--- config.mk ---
export PLATFORM = sky130hd
export DESIGN_NAME = dce_entry_port
export DESIGN_NICKNAME = d
export VERILOG_FILES = /design/src/hw/dce_pkg.sv /design/src/hw/dce_entry_port.sv
export SDC_FILE = /design/constraint.sdc
export NUM_CORES = 1
export LEC_CHECK = 0
export BUFFER_PORTS_ARGS = -buffer_cell sky130_fd_sc_hd__buf_2
export CORE_ASPECT_RATIO = 0.8
export CORE_MARGIN = 1
export CORE_UTILIZATION = 40
export CTS_CLUSTER_SIZE = 24
export DETAILED_ROUTE_END_ITERATION = 16
export GPL_TIMING_DRIVEN = 0
export SKIP_CTS_REPAIR_TIMING = 1
export SLEW_MARGIN = 20
export SYNTH_ARGS = -nofsm -noshare
export SYNTH_HDL_FRONTEND = slang
export SYNTH_SLANG_ARGS = --single-unit
--- constraint.sdc ---
create_clock -name clk_sys -period 2.45 [get_ports clk_sys]
set_input_delay 0.1225 -clock clk_sys [delete_from_list [all_inputs] [get_ports clk_sys]]
set_output_delay 0.1225 -clock clk_sys [all_outputs]
set_load 0.005 [all_outputs]
--- src/hw/dce_pkg.sv ---
// package: constants and carriers of the character entry port
package dce_pkg;

	// ----------------------------------------
	// sizes and codes
	// ----------------------------------------
	localparam int          DCE_CODE_W    = 6;
	localparam int          DCE_SLOTS     = 8;
	localparam int          DCE_SLOT_W    = 3;
	localparam logic [5:0]  DCE_BLANK     = 6'h20;
	localparam logic [2:0]  DCE_FIRST     = 3'h0;
	localparam logic [3:0]  DCE_PTR_ZERO  = 4'h0;
	localparam logic [3:0]  DCE_PTR_FULL  = 4'h8;
	localparam logic [3:0]  DCE_PTR_STEP  = 4'h1;
	localparam int          DCE_FULL_BIT  = 3;

	// ----------------------------------------
	// latched entry mode
	// ----------------------------------------
	typedef enum logic {
		DCE_DIRECT_SLOT,
		DCE_AUTO_INC
	} dce_mode_t;

	// ----------------------------------------
	// host side pins, sampled together
	// ----------------------------------------
	typedef struct packed {
		logic [5:0] charCodeIn;
		logic       writeStrobeN;
		logic       chipSelect;
		logic       chipSelectN;
		logic       modeIn;
		logic       slotSel0;
		logic       slotSel1;
		logic       slotSel2;
	} dce_host_t;

	// ----------------------------------------
	// display side controls
	// ----------------------------------------
	typedef struct packed {
		logic digitDriveOff;
		logic lampLineDriveOff;
		logic shutdown;
	} dce_disp_t;

endpackage

--- src/hw/dce_entry_port.sv ---
// module: write side of an 8 character display driver
// Summary of operation
// RULE1 - six bit code, high level is one
// RULE2 - write strobe is active low
// RULE3 - strobe and selects ANDed into one
// RULE4 - mode high auto increment, low direct
// RULE5 - mode latched at strobe falling edge
// RULE6 - direct slot address latched at fall
// RULE7 - cascade enable latched at fall
// RULE8 - cascade enable high enables entry
// RULE9 - wipe low clears counter, blanks memory
// RULE10 - full flag high after eight entries
// RULE11 - store at counter then increment
// RULE12 - no store when disabled or full
// RULE13 - mode changes only at falling edge
// RULE14 - host holds wipe high on switch
// RULE15 - full flag driven after rising edge
// RULE16 - data captured at strobe rising edge
// RULE17 - halt pin low gives shutdown
// RULE18 - drives off while entry strobe active
// RULE19 - shutdown blanks, releases full flag
// RULE20 - full stays until wipe clears counter
// RULE21 - strobe synchronised, edges detected
module dce_entry_port #(
	parameter int CODE_W = dce_pkg::DCE_CODE_W,
	parameter int SLOTS  = dce_pkg::DCE_SLOTS
) (
	input  wire logic              clk_sys,
	input  wire logic              reset,
	input  wire dce_pkg::dce_host_t hostPins,
	input  wire logic              memoryWipeN,
	input  wire logic              slotSel2In,
	output logic                   bankFullOut,
	output logic                   bankFullOeN,
	input  wire logic              timebaseHaltPin,
	input  wire logic [2:0]        scanSlot,
	output logic [5:0]             scanCode,
	output dce_pkg::dce_disp_t     dispCtl,
	output dce_pkg::dce_mode_t     entryMode
);
	import dce_pkg::*;

	// ----------------------------------------
	// elaboration checks
	// ----------------------------------------
	if (CODE_W != DCE_CODE_W) begin : g_code_chk
		$error("code width must be six");
	end
	if (SLOTS != DCE_SLOTS) begin : g_slot_chk
		$error("slot count must be eight");
	end

	// ----------------------------------------
	// state
	// ----------------------------------------
	typedef struct packed {
		dce_host_t                   pin1;
		dce_host_t                   pin2;
		dce_host_t                   pin3;
		logic                        act1;
		logic                        act2;
		logic                        act3;
		dce_mode_t                   mode;
		logic [2:0]                  slot;
		logic                        cascade;
		logic [3:0]                  ptr;
		logic                        fullDrive;
		logic [SLOTS-1:0][5:0]       mem;
		logic [5:0]                  scan;
		dce_disp_t                   disp;
	} dce_state_t;

	dce_state_t st_q;
	dce_state_t st_d;

	logic       actNow;
	logic       fallEdge;
	logic       riseEdge;
	logic       isFull;
	logic       entryOn;
	logic       wipeNow;
	logic       halted;
	dce_host_t  pinNow;

	// ----------------------------------------
	// combined strobe and edges
	// ----------------------------------------
	always_comb begin
		pinNow = hostPins;
		// slot bit two shares the full flag pin
		pinNow.slotSel2 = slotSel2In;
	end

	// one gate so the last input to go active starts it, the first to drop ends it
	assign actNow = !hostPins.writeStrobeN && hostPins.chipSelect
		&& !hostPins.chipSelectN; // RULE2 RULE3

	// edges seen after two flops, never on act1
	assign fallEdge = st_q.act2 && !st_q.act3; // RULE21
	assign riseEdge = !st_q.act2 && st_q.act3; // RULE21

	assign isFull  = st_q.ptr[DCE_FULL_BIT]; // RULE10 RULE20
	assign halted  = !timebaseHaltPin; // RULE17
	assign wipeNow = (st_q.mode == DCE_AUTO_INC) && !memoryWipeN;
	assign entryOn = (st_q.mode == DCE_DIRECT_SLOT)
		|| (st_q.cascade && !isFull); // RULE8 RULE12

	// ----------------------------------------
	// next state
	// ----------------------------------------
	always_comb begin
		st_d      = st_q;
		st_d.pin1 = pinNow;
		st_d.pin2 = st_q.pin1;
		st_d.pin3 = st_q.pin2;
		st_d.act1 = actNow;
		st_d.act2 = st_q.act1;
		st_d.act3 = st_q.act2;

		if (fallEdge) begin
			// mode only ever changes here
			st_d.mode = st_q.pin2.modeIn ? DCE_AUTO_INC
				: DCE_DIRECT_SLOT; // RULE4 RULE5 RULE13
			if (st_q.pin2.modeIn) begin
				st_d.cascade = st_q.pin2.slotSel0; // RULE7
			end else begin
				st_d.slot = {st_q.pin2.slotSel2,
					st_q.pin2.slotSel1,
					st_q.pin2.slotSel0}; // RULE6
				// pin stays an output until this edge
				st_d.fullDrive = 1'b0; // RULE13
			end
		end

		if (riseEdge) begin
			// data sample aligned with last active strobe
			if (st_q.mode == DCE_DIRECT_SLOT) begin
				st_d.mem[st_q.slot] =
					st_q.pin3.charCodeIn; // RULE1 RULE16
			end else begin
				st_d.fullDrive = 1'b1; // RULE15
				if (st_q.cascade && !isFull) begin
					st_d.mem[st_q.ptr[2:0]] =
						st_q.pin3.charCodeIn; // RULE11 RULE16
					st_d.ptr = st_q.ptr
						+ DCE_PTR_STEP; // RULE11
				end
			end
		end

		// wipe wins over a write in the same cycle
		if (wipeNow) begin
			st_d.ptr = DCE_PTR_ZERO; // RULE9 RULE20
			for (int i = 0; i < SLOTS; i++) begin
				st_d.mem[i] = DCE_BLANK; // RULE9
			end
		end

		st_d.scan = st_q.mem[scanSlot];
		st_d.disp.shutdown = halted; // RULE17 RULE19
		st_d.disp.digitDriveOff = halted
			|| (st_q.act2 && entryOn); // RULE18 RULE19
		st_d.disp.lampLineDriveOff = halted
			|| (st_q.act2 && entryOn); // RULE18 RULE19
	end

	// ----------------------------------------
	// registers
	// ----------------------------------------
	always_ff @(posedge clk_sys) begin
		if (reset) begin
			st_q <= '0;
			st_q.pin1.writeStrobeN <= 1'b1;
			st_q.pin2.writeStrobeN <= 1'b1;
			st_q.pin3.writeStrobeN <= 1'b1;
			st_q.mode <= DCE_DIRECT_SLOT;
			st_q.ptr  <= DCE_PTR_ZERO;
			for (int i = 0; i < SLOTS; i++) begin
				st_q.mem[i] <= DCE_BLANK;
			end
		end else begin
			st_q <= st_d;
		end
	end

	// ----------------------------------------
	// outputs
	// ----------------------------------------
	assign bankFullOut = isFull; // RULE10
	// halt releases the pin so a neighbour may drive
	assign bankFullOeN = !(st_q.mode == DCE_AUTO_INC
		&& st_q.fullDrive && !halted); // RULE15 RULE19
	assign scanCode  = st_q.scan;
	assign dispCtl   = st_q.disp;
	assign entryMode = st_q.mode;
endmodule // dce_entry_port

== Yosys cells after proc, flatten, opt, wreduce, memory -nomap -nowiden ==
Index checks and enable logic that the tools add are counted.
Storage, ports and cells
  memories kept: 0
  latch bits: 0
  output and inout bits: 12
  bits in writable memories: 0
  memory bits (read-only): 0
  register bits: 95
  logic and storage cells: 80
  input bits: 21
Operators by class
  add/sub/neg operators: 1
  divide/modulo/power cells: 0
  eq/ne operators: 1
  multipliers: 0
  reduce and logical (&&, ||, !) cells: 26
  magnitude comparators: 5
  bitwise operators: 2
  mux-type cells: 15
  shift-type cells: 0
Operators by type and width (number)
  bitwise mux 48 bit: 2
  two-way mux 48 bit: 2
  two-way mux 49 bit: 1
  demux 6 bit (select 3 bit): 2
  binary-select mux 6 bit (select 3 bit): 1
  two-way mux 6 bit: 3
  less-than comparator 3 x 4 -> 1 bit, second input constant: 3
  logical AND 1 bit: 11
  logical NOT 1 bit: 8
  greater-or-equal comparator 3 x 1 -> 1 bit, second input constant: 2
  AND reduction 2 bit: 3
  adder 4 x 1 -> 4 bit, second input constant: 1
  two-way mux 1 bit: 4
  AND reduction 3 bit: 1
  logical OR 1 bit: 2
  != test 2 x 1 -> 1 bit, second input constant: 1
  NOT 1 bit: 2
  OR reduction 2 bit: 1

== Logic depth before layout (Yosys ltp) ==
  depth after elaboration: 8
  mapped depth: 5
  gate-level depth less buffers: 3

== Worst setup path before layout ==
No wires, ideal clock.
  kind: register -> register
  from: register st_q (netlist bit entryMode)
  to: register with a tool-made name
  library setup time: 141 ps
  clock period less this slack: 1393 ps
  data arrival time: 1252 ps
  path buffers: 1
  stages on the path, launching flop included: 5
  required time: 2309 ps
  path slack: 1057 ps
  path through: dfxtp_1 -> buf_6 -> nand4b_1 -> a221o_1 -> mux2i_1
RTL lines
  from (decl): line dce_entry_port.sv:73  | dce_state_t st_q;
  from (signal assigned): line dce_entry_port.sv:182  | st_q <= st_d;

==> impl_metrics.tcl <==
set metrics [dict create \
    status "finished with violations" \
    violations "negative hold slack" \
    final_area_um2 4890 \
    yosys_warnings 0 \
    synth_common_cells "dfxtp_1, mux2i_1, o211ai_1, nor2b_1, clkbuf_1" \
    final.period_utilization_pct 82.2 \
    cp_max_fo 10 \
    placed_area_um2 4530 \
    gp_congestion 0.776 \
    drt-total-wl_um 9650 \
    place_inst 529 \
    fp.dieW_um 117 \
    yosysTopAreaCellShare_pct 45.3 \
    worst-setup-path-type "register to register" \
    drt_pre_antenna_iters 4 \
    routedWlPerCell_um 17.5 \
    place_hpwl_um 6800 \
    slew_headroom_pct 30.8 \
    grt_max_degree 19 \
    n_antenna_cell 0 \
    critPathArrivalTime_ns 2.20 \
    start_util_pct 41.0 \
    endpoint_kind "register" \
    ys_top_cells_by_area "dfxtp_1, mux2i_1, o211ai_1" \
    slew_violations 0 \
    fin_hold_ws_ns -0.0218 \
    hp-class "input pin to register" \
    fillers 1004 \
    ys_seq_area_share_pct 45.3 \
    clockBufferDepth 2 \
    synth-edff-count 0 \
    seqPwrFrac_pct 51.1 \
    power_density_nw_per_um2 628 \
    vias 3004 \
    rows 33 \
    fin_tns_setup_ns 0 \
    fin_skew_ns 0.00746 \
    async_flop_share_pct 0 \
    avgSynthCellArea_um2 11.7 \
    p_sw_share_pct 24.0 \
    clk_latency_ns 0.35 \
    synth_most_common_cell "dfxtp_1" \
    setup_viol_count_final 0 \
    ir_worst_vdd_mv 0.401 \
    core_area_um2 10200 \
    synth_ff_type "dfxtp_1" \
    hold_violations 5 \
    grt_overflow_total 0 \
    pin_count 33 \
    cts_buffers 9 \
    syn_inst 358 \
    ant_nets 0 \
    clock-sinks 95 \
    htreeDepth 3 \
    path_clk_slew_ns 0.07 \
    die_area_um2 10900 \
    p_leak_nw 2.02 \
    final-instance-count-excl-fill 553 \
    power.share.clock_pct 44.3 \
    drcViolationCount 0 \
    syn_area_um2 4200 \
    p_int_mw 2.33 \
    synth_cell_type_count 45 \
    rsz0062_at_grt "false" \
    pwr-share-comb_pct 4.6 \
    cts_tree "done" \
    nNetsFinal 430 \
    grt_pass1_vias 2969 \
    ys_ff_latch 95 \
    yosysTopAreaCell "dfxtp_1" \
    synth_nets 380 \
    syn2layout_area_growth_pct 16.6 \
    fmax_mhz 496 \
    grt_use_total_pct 19.6 \
    p_switching_mw 0.739 \
    worst_pin_slew_ns 1.03 \
    startpoint_type "register" \
    io_buffers 31 \
    drive_above_1_share_pct 25.2 \
    drtIter0Drc 179 \
    crit_required_ns 2.63 \
    finalCriticalPeriod_ns 2.01 \
    drv_cap 0 \
    drt-vias-per-instance 5.43 \
    grt_pass1_wl_um 15900 \
    clockRootBuffer "clkbuf_16" \
    antenna_found_initial 0 \
    die_h_um 93.6 \
]
-- per-stage QoR --
step / hold slack (ns) / util [%] / setup slack [ns] / power (mW)
final: -0.0218 / 47.8 / 0.436 / 3.07
after global routing: 0.00105 / 47.8 / 0.317 / 3.18
after CTS: -0.0849 / 47.0 / 0.467 / 3.10
after detailed placement: 0.287 / 44.2 / 0.435 / 1.74
after global placement: 0.289 / 44.2 / 0.583 / 1.74
after floorplan: 0.195 / - / 1.06 / 1.69
-- cell type report --
| class | instances | area [µm²] | share of cell area, % |
|---|---|---|---|
| multi-input combinational | 216 | 2050 | 41.8 |
| sequential | 95 | 1900 | 38.9 |
| timing repair buffer | 39 | 235 | 4.81 |
| buffer | 43 | 234 | 4.78 |
| clock buffer | 9 | 225 | 4.60 |
| tap | 140 | 175 | 3.58 |
| clock inverter | 7 | 62.6 | 1.28 |
| inverter | 4 | 15.0 | 0.307 |
-- logic make-up after synthesis --
family | after synthesis | synth area share, %
flops | 95 | 45.3
compound gates | 85 | 17.4
mux | 65 | 19.1
simple gates | 65 | 12.0
buf+inv | 47 | 5.93
fa+ha+maj | 1 | 0.298
-- per-layer routing --
| layer | share of wire (%) | global-route usage, % | routed length (µm) |
|---|---|---|---|
| met2 | 45 | 29.6 | 4310 |
| met5 | 0 | 0 | 0 |
| met4 | 2.1 | 7.69 | 203 |
| met1 | 50 | 26.8 | 4790 |
| met3 | 3.6 | 4.54 | 349 |
-- path summary, 6_finish.rpt --
path / from / to / slack [ns] / cells after the start
worst max-delay path: entryMode$_SDFFE_PP0N_ / register / 0.44 / 4
worst min-delay path: slotSel2In / st_d[83]$_SDFF_PP0_ / -0.02 / 2
worst max register to register: entryMode$_SDFFE_PP0N_ / register / 0.44 / 4
worst min register to register: st_d[77]$_SDFF_PP0_ / st_q[77]$_SDFF_PP0_ / 0.44 / 1
-- placed cells by master, fill, tap and decap left out, types with 3 or more instances in the layout --
cell type | Yosys | final
a211oi_1 | 8 | 8
o21ai_0 | 5 | 5
mux2i_1 | 53 | 53
nor4b_2 | 3 | 3
clkbuf_16 | 0 | 9
and4bb_2 | 6 | 6
o221ai_4 | 3 | 3
buf_6 | 3 | 3
clkbuf_1 | 15 | 15
dfxtp_1 | 95 | 95
clkbuf_2 | 3 | 3
mux4_2 | 12 | 12
a22o_1 | 6 | 6
dlygate4sd3_1 | 0 | 8
inv_6 | 0 | 4
nor2_1 | 8 | 8
a21oi_1 | 4 | 4
buf_1 | 5 | 5
nor2b_1 | 31 | 31
o211ai_1 | 46 | 46
and4b_1 | 3 | 3
buf_2 | 7 | 38
buf_4 | 10 | 10
o221ai_2 | 4 | 4
-- power by group through the flow --
stage	clock (mW)	combinational, mW	sequential [mW]
after global routing	1.45	0.157	1.57
after detailed placement	0	0.132	1.61
final	1.36	0.141	1.57
after floorplan	0	0.0828	1.61
after global placement	0	0.130	1.61
after CTS	1.39	0.132	1.57
-- critical path, cell delays in order (launching register included) --
cell      delay [ns]
dfxtp_1         0.53
inv_2           0.14
buf_6           0.18
o211ai_1        0.83
mux2i_1         0.16
No activity file was read; power rests on OpenSTA's default activity.
